--- src/incr_exec_pkg.sv ---
// Package with register map, field layout, opcodes and states of the increment unit.
package incr_exec_pkg;

  // Register byte offsets on the APB window.
  localparam logic [7:0] CMD_OFFSET     = 8'h00;
  localparam logic [7:0] FLAGS_OFFSET   = 8'h04;
  localparam logic [7:0] REGIDX_OFFSET  = 8'h08;
  localparam logic [7:0] REGDATA_OFFSET = 8'h0c;
  localparam logic [7:0] STATUS_OFFSET  = 8'h10;
  localparam logic [7:0] RESULT_OFFSET  = 8'h14;
  localparam logic [7:0] RETIRED_OFFSET = 8'h18;

  // Command register fields.
  localparam int CMD_OP_LSB    = 0;
  localparam int CMD_BYTE_BIT  = 2;
  localparam int CMD_DEST_LSB  = 4;
  localparam int REG_IDX_WIDTH = 4;
  localparam int REG_COUNT     = 16;

  // Flag register bit positions.
  localparam int FLAG_C_BIT      = 0;
  localparam int FLAG_Z_BIT      = 1;
  localparam int FLAG_N_BIT      = 2;
  localparam int FLAG_GIE_BIT    = 3;
  localparam int FLAG_CORE_HALT_BIT_BIT = 4;
  localparam int FLAG_OSC_DISABLE_BIT_BIT = 5;
  localparam int FLAG_V_BIT      = 8;

  // Constant ORed into the flag register by the enable-interrupt operation.
  localparam logic [15:0] IRQ_ENABLE_MASK = 16'h0008;

  // Operand values that trigger the flag conditions.
  localparam logic [15:0] WORD_ALL_ONES  = 16'hffff;
  localparam logic [15:0] WORD_ONES_LESS = 16'hfffe;
  localparam logic [15:0] WORD_POS_MAX   = 16'h7fff;
  localparam logic [15:0] WORD_POS_LESS  = 16'h7ffe;
  localparam logic [7:0]  BYTE_ALL_ONES  = 8'hff;
  localparam logic [7:0]  BYTE_ONES_LESS = 8'hfe;
  localparam logic [7:0]  BYTE_POS_MAX   = 8'h7f;
  localparam logic [7:0]  BYTE_POS_LESS  = 8'h7e;

  // Register file index of the stack pointer.
  localparam logic [3:0] STACK_POINTER_REG = 4'h1;

  // Reset values.
  localparam logic [15:0] FLAGS_RESET   = 16'h0000;
  localparam logic [31:0] ZERO_WORD     = 32'h0000_0000;

  // Operation codes carried in the command register.
  typedef enum logic [1:0] {
    OP_NONE       = 2'h0,
    OP_IRQ_ENABLE = 2'h1,
    OP_INCR_ONE   = 2'h2,
    OP_INCR_TWO   = 2'h3
  } op_t;

  // Execution sequence, Gray coded along idle, fetch, execute.
  typedef enum logic [1:0] {
    ST_IDLE  = 2'b00,
    ST_FETCH = 2'b01,
    ST_EXEC  = 2'b11
  } state_t;

endpackage

--- src/reg_file_mem.sv ---
// Small general register file with one write port and a registered read port.
`timescale 1ns/10ps

module reg_file_mem (
  // Clock.
  input  wire logic        clk,
  // Write port.
  input  wire logic        wrEn,
  input  wire logic [3:0]  wrAddr,
  input  wire logic [15:0] wrData,
  // Read port.
  input  wire logic [3:0]  rdAddr,
  output logic      [15:0] rdData
);

  logic [15:0] store [16];

  // Contents are not reset; software loads registers before use.
  always_ff @(posedge clk) begin
    if (wrEn) begin
      store[wrAddr] <= wrData;
    end
  end

  // Read data lands one cycle after the address.
  always_ff @(posedge clk) begin
    rdData <= store[rdAddr];
  end

endmodule

--- src/incr_exec.sv ---
// Execution unit for enable-interrupt and single or double increment, with APB access.
//
// Chosen here: the APB slave port and the register addresses.
`timescale 1ns/10ps

module incr_exec (
  // Clock and reset.
  input  wire logic        clk,
  input  wire logic        rst_b,
  // APB slave.
  input  wire logic        psel,
  input  wire logic        penable,
  input  wire logic        pwrite,
  input  wire logic [7:0]  paddr,
  input  wire logic [31:0] pwdata,
  output logic      [31:0] prdata,
  output logic             pready,
  output logic             pslverr,
  // Core side.
  input  wire logic        irqRequest,
  input  wire logic        instrRetire,
  output logic             irqGrant,
  output logic             globalIrqEnable
);

  // Register decode result.
  typedef enum logic [2:0] {
    SEL_CMD     = 3'h0,
    SEL_FLAGS   = 3'h1,
    SEL_REGIDX  = 3'h2,
    SEL_REGDATA = 3'h3,
    SEL_STATUS  = 3'h4,
    SEL_RESULT  = 3'h5,
    SEL_RETIRED = 3'h6,
    SEL_NONE    = 3'h7
  } sel_t;

  // Flag outcome of one operation.
  typedef struct packed {
    logic [15:0] result;
    logic        n;
    logic        z;
    logic        c;
    logic        v;
  } outcome_t;

  incr_exec_pkg::state_t state;
  incr_exec_pkg::op_t    curOp;
  logic                  curByte;
  logic [3:0]            curDest;
  logic [15:0]           flagRegister;
  logic [3:0]            regIdx;
  logic [15:0]           lastResult;
  logic [15:0]           retired;
  logic [7:0]            lastCmd;
  logic                  shadow;
  logic                  ackPending;
  logic                  busy;
  logic                  apbDone;
  logic                  apbWrite;
  logic                  apbRead;
  sel_t                  accessSel;
  logic [15:0]           memRdData;
  logic                  memWrEn;
  logic [3:0]            memWrAddr;
  logic [15:0]           memWrData;
  logic [3:0]            memRdAddr;
  outcome_t              outcome;
  logic                  execDone;
  logic                  instrDone;
  logic                  wbLag;

  // Address decoding, shared by the read and write paths.
  function automatic sel_t decode(input logic [7:0] addr);
    if (addr == incr_exec_pkg::CMD_OFFSET) begin
      decode = SEL_CMD;
    end else if (addr == incr_exec_pkg::FLAGS_OFFSET) begin
      decode = SEL_FLAGS;
    end else if (addr == incr_exec_pkg::REGIDX_OFFSET) begin
      decode = SEL_REGIDX;
    end else if (addr == incr_exec_pkg::REGDATA_OFFSET) begin
      decode = SEL_REGDATA;
    end else if (addr == incr_exec_pkg::STATUS_OFFSET) begin
      decode = SEL_STATUS;
    end else if (addr == incr_exec_pkg::RESULT_OFFSET) begin
      decode = SEL_RESULT;
    end else if (addr == incr_exec_pkg::RETIRED_OFFSET) begin
      decode = SEL_RETIRED;
    end else begin
      decode = SEL_NONE;
    end
  endfunction

  // Result and arithmetic flags of an increment by one or two.
  // The zero, carry and overflow tests look at the operand, not at the result,
  // because each condition is stated on the original destination value.
  function automatic outcome_t increment(input logic [15:0] dst, input logic byteMode,
                                         input logic twoStep);
    outcome_t o;
    logic [7:0] lo;
    o  = '0;
    lo = dst[7:0];
    if (byteMode) begin
      // Byte results clear the upper byte of the destination.
      o.result = {8'h00, lo + (twoStep ? 8'h02 : 8'h01)};
      o.n      = o.result[7];
      if (twoStep) begin
        o.z = (lo == incr_exec_pkg::BYTE_ONES_LESS);
        o.c = (lo == incr_exec_pkg::BYTE_ONES_LESS) ||
              (lo == incr_exec_pkg::BYTE_ALL_ONES);
        o.v = (lo == incr_exec_pkg::BYTE_POS_LESS) ||
              (lo == incr_exec_pkg::BYTE_POS_MAX);
      end else begin
        o.z = (lo == incr_exec_pkg::BYTE_ALL_ONES);
        o.c = (lo == incr_exec_pkg::BYTE_ALL_ONES);
        o.v = (lo == incr_exec_pkg::BYTE_POS_MAX);
      end
    end else begin
      o.result = dst + (twoStep ? 16'h0002 : 16'h0001);
      o.n      = o.result[15];
      if (twoStep) begin
        o.z = (dst == incr_exec_pkg::WORD_ONES_LESS);
        o.c = (dst == incr_exec_pkg::WORD_ONES_LESS) ||
              (dst == incr_exec_pkg::WORD_ALL_ONES);
        o.v = (dst == incr_exec_pkg::WORD_POS_LESS) ||
              (dst == incr_exec_pkg::WORD_POS_MAX);
      end else begin
        o.z = (dst == incr_exec_pkg::WORD_ALL_ONES);
        o.c = (dst == incr_exec_pkg::WORD_ALL_ONES);
        o.v = (dst == incr_exec_pkg::WORD_POS_MAX);
      end
    end
    increment = o;
  endfunction

  // Bus phase qualifiers; every access waits one cycle so read data is settled.
  // Timing of one transfer while the unit is idle:
  //   setup cycle     psel high, penable low; nothing is decided yet.
  //   first access    read data is captured and the wait flag rises at its end.
  //   second access   pready is high; a write takes effect at its closing edge.
  // A command keeps the bus waiting through fetch, execute and one more cycle,
  // so a transfer never meets the register file in the middle of a writeback.
  // The cost is up to two extra wait cycles after a command write, which
  // software sees only as a slower bus.
  assign busy      = (state != incr_exec_pkg::ST_IDLE);
  assign accessSel = decode(paddr);
  assign pready    = psel && penable && ackPending;
  assign apbDone   = pready;
  assign apbWrite  = apbDone && pwrite;
  assign apbRead   = psel && penable && !ackPending && !busy && !wbLag && !pwrite;
  assign pslverr   = pready && (accessSel == SEL_NONE);

  // The wait flag rises in the first access cycle, but only while no operation runs.
  // A writeback in the previous cycle counts as running, as its word is not readable yet.
  always_ff @(posedge clk) begin
    if (!rst_b) begin
      ackPending <= 1'b0;
    end else if (apbDone) begin
      ackPending <= 1'b0;
    end else if (psel && penable && !busy && !wbLag) begin
      ackPending <= 1'b1;
    end
  end

  // Read data is captured in the access cycle in which the wait flag rises, and held until the next read.
  // Holding it lets a slow master take the word at any later point of the transfer.
  always_ff @(posedge clk) begin
    if (!rst_b) begin
      prdata <= incr_exec_pkg::ZERO_WORD;
    end else if (apbRead) begin
      case (accessSel)
        SEL_CMD:     prdata <= {24'h000000, lastCmd};
        SEL_FLAGS:   prdata <= {16'h0000, flagRegister};
        SEL_REGIDX:  prdata <= {28'h0000000, regIdx};
        SEL_REGDATA: prdata <= {16'h0000, memRdData};
        SEL_STATUS:  prdata <= {28'h0000000, irqGrant, irqRequest, shadow, busy};
        SEL_RESULT:  prdata <= {16'h0000, lastResult};
        SEL_RETIRED: prdata <= {16'h0000, retired};
        default:     prdata <= incr_exec_pkg::ZERO_WORD;
      endcase
    end
  end

  // Register index for software access to the register file.
  always_ff @(posedge clk) begin
    if (!rst_b) begin
      regIdx <= 4'h0;
    end else if (apbWrite && accessSel == SEL_REGIDX) begin
      regIdx <= pwdata[3:0];
    end
  end

  // Command capture; a write to the command register launches one operation.
  always_ff @(posedge clk) begin
    if (!rst_b) begin
      lastCmd <= 8'h00;
      curOp   <= incr_exec_pkg::OP_NONE;
      curByte <= 1'b0;
      curDest <= 4'h0;
    end else if (apbWrite && accessSel == SEL_CMD) begin
      lastCmd <= pwdata[7:0];
      curOp   <= incr_exec_pkg::op_t'(pwdata[incr_exec_pkg::CMD_OP_LSB +: 2]);
      curByte <= pwdata[incr_exec_pkg::CMD_BYTE_BIT];
      curDest <= pwdata[incr_exec_pkg::CMD_DEST_LSB +: incr_exec_pkg::REG_IDX_WIDTH];
    end
  end

  // Sequence: fetch the destination, then compute and write back in one cycle.
  // Fetch exists only because the register file answers one cycle after the address.
  always_ff @(posedge clk) begin
    if (!rst_b) begin
      state <= incr_exec_pkg::ST_IDLE;
    end else begin
      case (state)
        incr_exec_pkg::ST_IDLE: begin
          if (apbWrite && accessSel == SEL_CMD) begin
            state <= incr_exec_pkg::ST_FETCH;
          end
        end
        incr_exec_pkg::ST_FETCH: begin
          state <= incr_exec_pkg::ST_EXEC;
        end
        incr_exec_pkg::ST_EXEC: begin
          state <= incr_exec_pkg::ST_IDLE;
        end
        default: begin
          state <= incr_exec_pkg::ST_IDLE;
        end
      endcase
    end
  end

  // Arithmetic outcome for the operand fetched from the register file.
  assign outcome  = increment(memRdData, curByte, curOp == incr_exec_pkg::OP_INCR_TWO);
  assign execDone = (state == incr_exec_pkg::ST_EXEC);

  // The register file read port is registered, so a read right after a writeback
  // would still see the old word; this flag stalls the bus for that one cycle.
  always_ff @(posedge clk) begin
    if (!rst_b) begin
      wbLag <= 1'b0;
    end else begin
      wbLag <= execDone;
    end
  end

  // Register file ports; software and execution never collide because the bus stalls.
  // In idle the read port follows the software index so a data read is ready at once.
  assign memRdAddr = (state == incr_exec_pkg::ST_IDLE) ? regIdx : curDest;
  assign memWrEn   = (execDone && (curOp == incr_exec_pkg::OP_INCR_ONE ||
                                   curOp == incr_exec_pkg::OP_INCR_TWO)) ||
                     (apbWrite && accessSel == SEL_REGDATA);
  assign memWrAddr = execDone ? curDest : regIdx;
  assign memWrData = execDone ? outcome.result : pwdata[15:0];

  reg_file_mem regFile (
    .clk    (clk),
    .wrEn   (memWrEn),
    .wrAddr (memWrAddr),
    .wrData (memWrData),
    .rdAddr (memRdAddr),
    .rdData (memRdData)
  );

  // Flag register: software writes, enable-interrupt and increment updates.
  // An operation outranks a software write in the same cycle; the bus stall keeps
  // the two apart, so the order matters only as a safeguard.
  always_ff @(posedge clk) begin
    if (!rst_b) begin
      flagRegister <= incr_exec_pkg::FLAGS_RESET;
    end else if (execDone && curOp == incr_exec_pkg::OP_IRQ_ENABLE) begin
      // OR with the constant touches only the enable bit.
      flagRegister <= flagRegister | incr_exec_pkg::IRQ_ENABLE_MASK;
    end else if (execDone && curOp != incr_exec_pkg::OP_NONE) begin
      // Only the four arithmetic flags move; mode bits keep their value.
      flagRegister[incr_exec_pkg::FLAG_C_BIT] <= outcome.c;
      flagRegister[incr_exec_pkg::FLAG_Z_BIT] <= outcome.z;
      flagRegister[incr_exec_pkg::FLAG_N_BIT] <= outcome.n;
      flagRegister[incr_exec_pkg::FLAG_V_BIT] <= outcome.v;
    end else if (apbWrite && accessSel == SEL_FLAGS) begin
      flagRegister <= pwdata[15:0];
    end
  end

  // Last computed result for software inspection.
  // The enable operation leaves it alone, so it always shows an increment.
  always_ff @(posedge clk) begin
    if (!rst_b) begin
      lastResult <= 16'h0000;
    end else if (execDone && curOp != incr_exec_pkg::OP_IRQ_ENABLE &&
                 curOp != incr_exec_pkg::OP_NONE) begin
      lastResult <= outcome.result;
    end
  end

  // An instruction completes here or elsewhere in the core.
  assign instrDone = execDone || instrRetire;

  // Count of completed instructions.
  // It wraps at 16 bits; software only uses it to see that work went on.
  always_ff @(posedge clk) begin
    if (!rst_b) begin
      retired <= 16'h0000;
    end else if (instrDone) begin
      retired <= retired + 16'h0001;
    end
  end

  // Shadow after enable-interrupt: held until the following instruction completes,
  // so a request already waiting cannot cut in ahead of it.
  // Setting wins over clearing, so the enable operation cannot end its own shadow.
  always_ff @(posedge clk) begin
    if (!rst_b) begin
      shadow <= 1'b0;
    end else if (execDone && curOp == incr_exec_pkg::OP_IRQ_ENABLE) begin
      shadow <= 1'b1;
    end else if (instrDone) begin
      shadow <= 1'b0;
    end
  end

  // Grant is withheld during the shadow and while an operation is in flight.
  // The request is not latched here; the core holds it until it is taken.
  assign irqGrant = irqRequest && flagRegister[incr_exec_pkg::FLAG_GIE_BIT] &&
                    !shadow && !busy;

  // Global enable level straight from the flag register.
  assign globalIrqEnable = flagRegister[incr_exec_pkg::FLAG_GIE_BIT];

endmodule

--- config.mk ---
export PLATFORM = sky130hd
export DESIGN_NAME = incr_exec
export DESIGN_NICKNAME = d
export VERILOG_FILES = /design/src/incr_exec_pkg.sv /design/src/reg_file_mem.sv /design/src/incr_exec.sv
export SDC_FILE = /design/constraint.sdc
export NUM_CORES = 1
export LEC_CHECK = 0
export BUFFER_PORTS_ARGS = -buffer_cell sky130_fd_sc_hd__buf_2
export CORE_ASPECT_RATIO = 2
export CORE_MARGIN = 2
export CORE_UTILIZATION = 55
export CTS_CLUSTER_SIZE = 25
export DETAILED_ROUTE_END_ITERATION = 6
export GPL_TIMING_DRIVEN = 0
export PLACE_DENSITY = 0.71
export SLEW_MARGIN = 25
export SYNTH_ARGS = -nofsm -noshare
export SYNTH_HDL_FRONTEND = slang
export SYNTH_SLANG_ARGS = --single-unit
export TNS_END_PERCENT = 10
--- constraint.sdc ---
create_clock -name clk -period 3.66 [get_ports clk]
set_input_delay 0.366 -clock clk [delete_from_list [all_inputs] [get_ports clk]]
set_output_delay 0.366 -clock clk [all_outputs]
set_load 0.02 [all_outputs]
==> metrics.md <==
| Metric | Value |
|---|---|
| Most frequent cells in the layout | `256 x edfxtp_1, 161 x nand2_1, 97 x dfxtp_1, 83 x buf_2, 44 x a211oi_1` |
| Worst setup path class | `register to register` |
| Post-CTS Repair Setup Buffers | `0` |
| Max transition margin | `0.411` |
| EDFF count, synth | `256` |
| Area delta synth->final | `13.9%` |
| Fin Hold WS | `0.0159 ns` |
| Via Count | `around 11000` |
| Initial core utilization | `0.561` |
| Total chip power | `just under 8000 uW` |
| Critical-path cell list | `buf_4, buf_2, and3_1, buf_2, a41oi_1, or3_1, nor2_4` |
| Routed Antenna Nets | `0` |
| Critical Path Sink Type | `register` |
| Cts repair resizes | `0` |
| Max FO, Critical Path | `16` |
| Routed WL per cell | `26.9 um` |
| Die span in y | `roughly 240 um` |
| Fin Clk Skew | `0.0313 ns` |
| Layout cell share with drive strength beyond 1 | `0.172` |
| DR iter-0 viols | `roughly 880` |
| CTS Hold Bufs | `2` |
| Initial antenna violation count | `0` |
| WL final | `~46000 um` |
| Slowest Stage Delay on Critical Path | `0.61 ns` |
| CP required | `between 3 and 4 ns` |
| DR vias/cell | `approximately 6.3` |
| P_int | `~6000 uW` |
| Clock Path Buffers | `3` |
| Total GRT Usage | `0.319` |
| Min-Delay Path Class | `primary input to register` |
| Pin count of the biggest net entering global routing | `17` |
| Seq pwr share | `0.552` |
| Pwr per Cell Area | `about 450 nW/um^2` |
| Yosys Warn Count | `0` |
| Commonest non-fill, non-tap cell in the layout | `edfxtp_1` |
| H-tree depth | `1` |
| PortBufs | `49` |
| Die area | `28900 um^2` |
| Gr ovfl total | `0` |
| Combinational share of power | `0.026` |
| Pleak | `0.00604 uW` |
| Post-synthesis sequential area ratio | `0.638` |
| Syn avg cell area | `~12 um^2` |
| Synth Instances | `between 1000 and 1500` |
| Sw frac | `0.214` |
| Dpl hpwl | `roughly 34000 um` |
| Net Sw Power | `1660 uW` |
| CP Launch Type | `register` |
| Worst slew pin tran | `0.884 ns` |
| Bufs and invs on worst path | `3` |
| Final Max Tran Viols | `0` |
| Antenna Cells | `0` |
| Tcrit/Tclk final | `0.822` |
| CP most frequent cell | `buf_2` |
| Crit-path slowest cell | `nor2_4` |
| Reg2Reg Setup Slack | `0.65 ns` |
| Clock slew at reported path FFs | `0.07 ns` |
| # IOs | `83` |
| Maximum VDD drop | `0.000368 V` |
| Routability cong. | `about 1.0` |
| Synth Cell Area | `approximately 15000 um^2` |
| Root Driver | `clkbuf_16` |
| Critical Path AT | `3.22 ns` |
| Ys async rst share | `0` |
| Unrepaired setup endpoints after global routing | `no` |
| Filler cells | `2064` |
| Core Area | `about 27000 um^2` |
| CTS tree | `built` |
| Fmax | `about 330 MHz` |
| Max Cap Viol | `0` |
| Yosys cell types | `84` |
| Inserted Clock Buffers | `31` |
| Die width | `121 um` |
| Top FF cell, synth | `edfxtp_1` |
| Final hold violations | `0` |
| Placement Rows | `85` |
| Clock Latency Late Sink | `0.61 ns` |
| Nets | `1386` |
| Final setup viols | `0` |
| Seq cells post-synth | `353` |
| Post-route minimum period | `3.01 ns` |
| DRC | `0` |
| Number of global-route vias before repair | `11200` |
| Outcome | `completed` |
| First-pass GRT wire length | `67300 um` |
| Clk pwr share | `0.423` |
| Crit path max-delay family | `simple AND/OR/NAND/NOR gates` |
| DRT Pass-1 Iters | `5` |
| TritonCTS Sinks | `353` |
==> worst paths after layout <==
kind / start / to / depth (start not counted)
max: state[0]$_SDFFE_PN0P_ / regFile.store[13][15]$_DFFE_PP_ / 7
min: pwdata[9] / flagRegister[9]$_SDFFE_PN0P_ / 3
max reg2reg: state[0]$_SDFFE_PN0P_ / regFile.store[13][15]$_DFFE_PP_ / 7
min reg2reg: flagRegister[4]$_SDFFE_PN0P_ / flagRegister[4]$_SDFFE_PN0P_ / 2
==> state kept, by name, summed over array words and instances, names as in the netlist <==
signal	flops
ackPending	1
curDest	4
curOp	1
flagRegister	16
lastCmd	3
lastResult	16
prdata	16
regFile.rdData	16
regFile.store	256
regIdx	4
retired	16
shadow	1
state	2
wbLag	1
==> power groups by stage <==
stage                     clock network (uW)  logic (uW)  registers [uW]
final                                   3280         199            4280
after global routing                    3450         210            4280
after CTS                               3300         194            4280
after detailed placement                   0         192            4370
after global placement                     0         178            4380
after floorplan                            0        97.7            4370
==> per-layer routing <==
| metal | track usage | up-vias | share of wire |
|---|---|---|---|
| met2 | 0.597 | 481 | 0.55 |
| met3 | 0.0459 | 181 | 0.049 |
| met1 | 0.302 | 5283 | 0.32 |
| met4 | 0.248 | 0 | 0.085 |
| met5 | 0 | - | 0 |
| li1 | - | 4880 | - |
==> metrics by stage <==
| stage | setup WS (ns) | util | std cells | area [um^2] | TNS (ns) |
|---|---|---|---|---|---|
| after floorplan | 0.963 | - | 1230 | 15100 | 0 |
| after global placement | -0.476 | 0.588 | 1627 | 15800 | -25.43 |
| after detailed placement | 0.404 | 0.600 | 1648 | 16100 | 0 |
| after CTS | 0.394 | 0.638 | 1708 | 17200 | 0 |
| after global routing | 0.492 | 0.639 | 1708 | 17200 | 0 |
| final | 0.653 | 0.639 | 1708 | 17200 | 0 |
==> logic make-up after synthesis <==
family	synth area share
muxes	0.0251
and+or+nand+nor	0.124
DFF	0.638
adders and majority gates	0.00381
buffers and inverters	0.0365
xor gates and xnor gates	0.0133
other	0.000249
AOI/OAI and AO/OA	0.158
==> cell type report <==
| type | count | area [um^2] | share of cell area |
|---|---|---|---|
| Sequential cell | 353 | 9630 | 0.560 |
| Multi-Input combinational cell | 771 | 5050 | 0.294 |
| Clock buffer | 32 | 779 | 0.0454 |
| Buffer | 97 | 517 | 0.0301 |
| Timing Repair Buffer | 72 | 513 | 0.0299 |
| Tap cell | 348 | 435 | 0.0253 |
| Clock inverter | 26 | 225 | 0.0131 |
| Inverter | 9 | 33.8 | 0.00197 |
==> cell usage after synthesis (all sizes together), types with 7 or more instances <==
master   instances  area [um^2]
a21boi          31          233
nand2          162          611
o2bb2ai         11         96.3
nor2b            9         56.3
and3            42          263
a211oi          44          330
nor2            36          143
o22ai           16          100
nor3            10         55.1
a21oi           45          233
a221oi          12          105
dfxtp           97         1940
or3             11         68.8
a22o            14          123
a22oi            7         52.6
inv              9         33.8
nand4            9         56.3
o211ai           8         60.1
nand3           31          155
o211a            7         70.1
edfxtp         256         7690
buf             63          388
mux2             7         78.8
o221ai          31          272
and2            16          100
clkbuf          34          129
o21ai           40          208
a211o           15          131
mux2i           30          300
a31oi           27          196
xnor2           17          149
==> worst min-delay path: cells and delay by family <==
kind                   cells  cell delay [ns]
and+or+nand+nor            1             0.05
AOI/OAI and AO/OA          1             0.06
buffers and inverters      1             0.10
(Power assumes the default switching activity.)
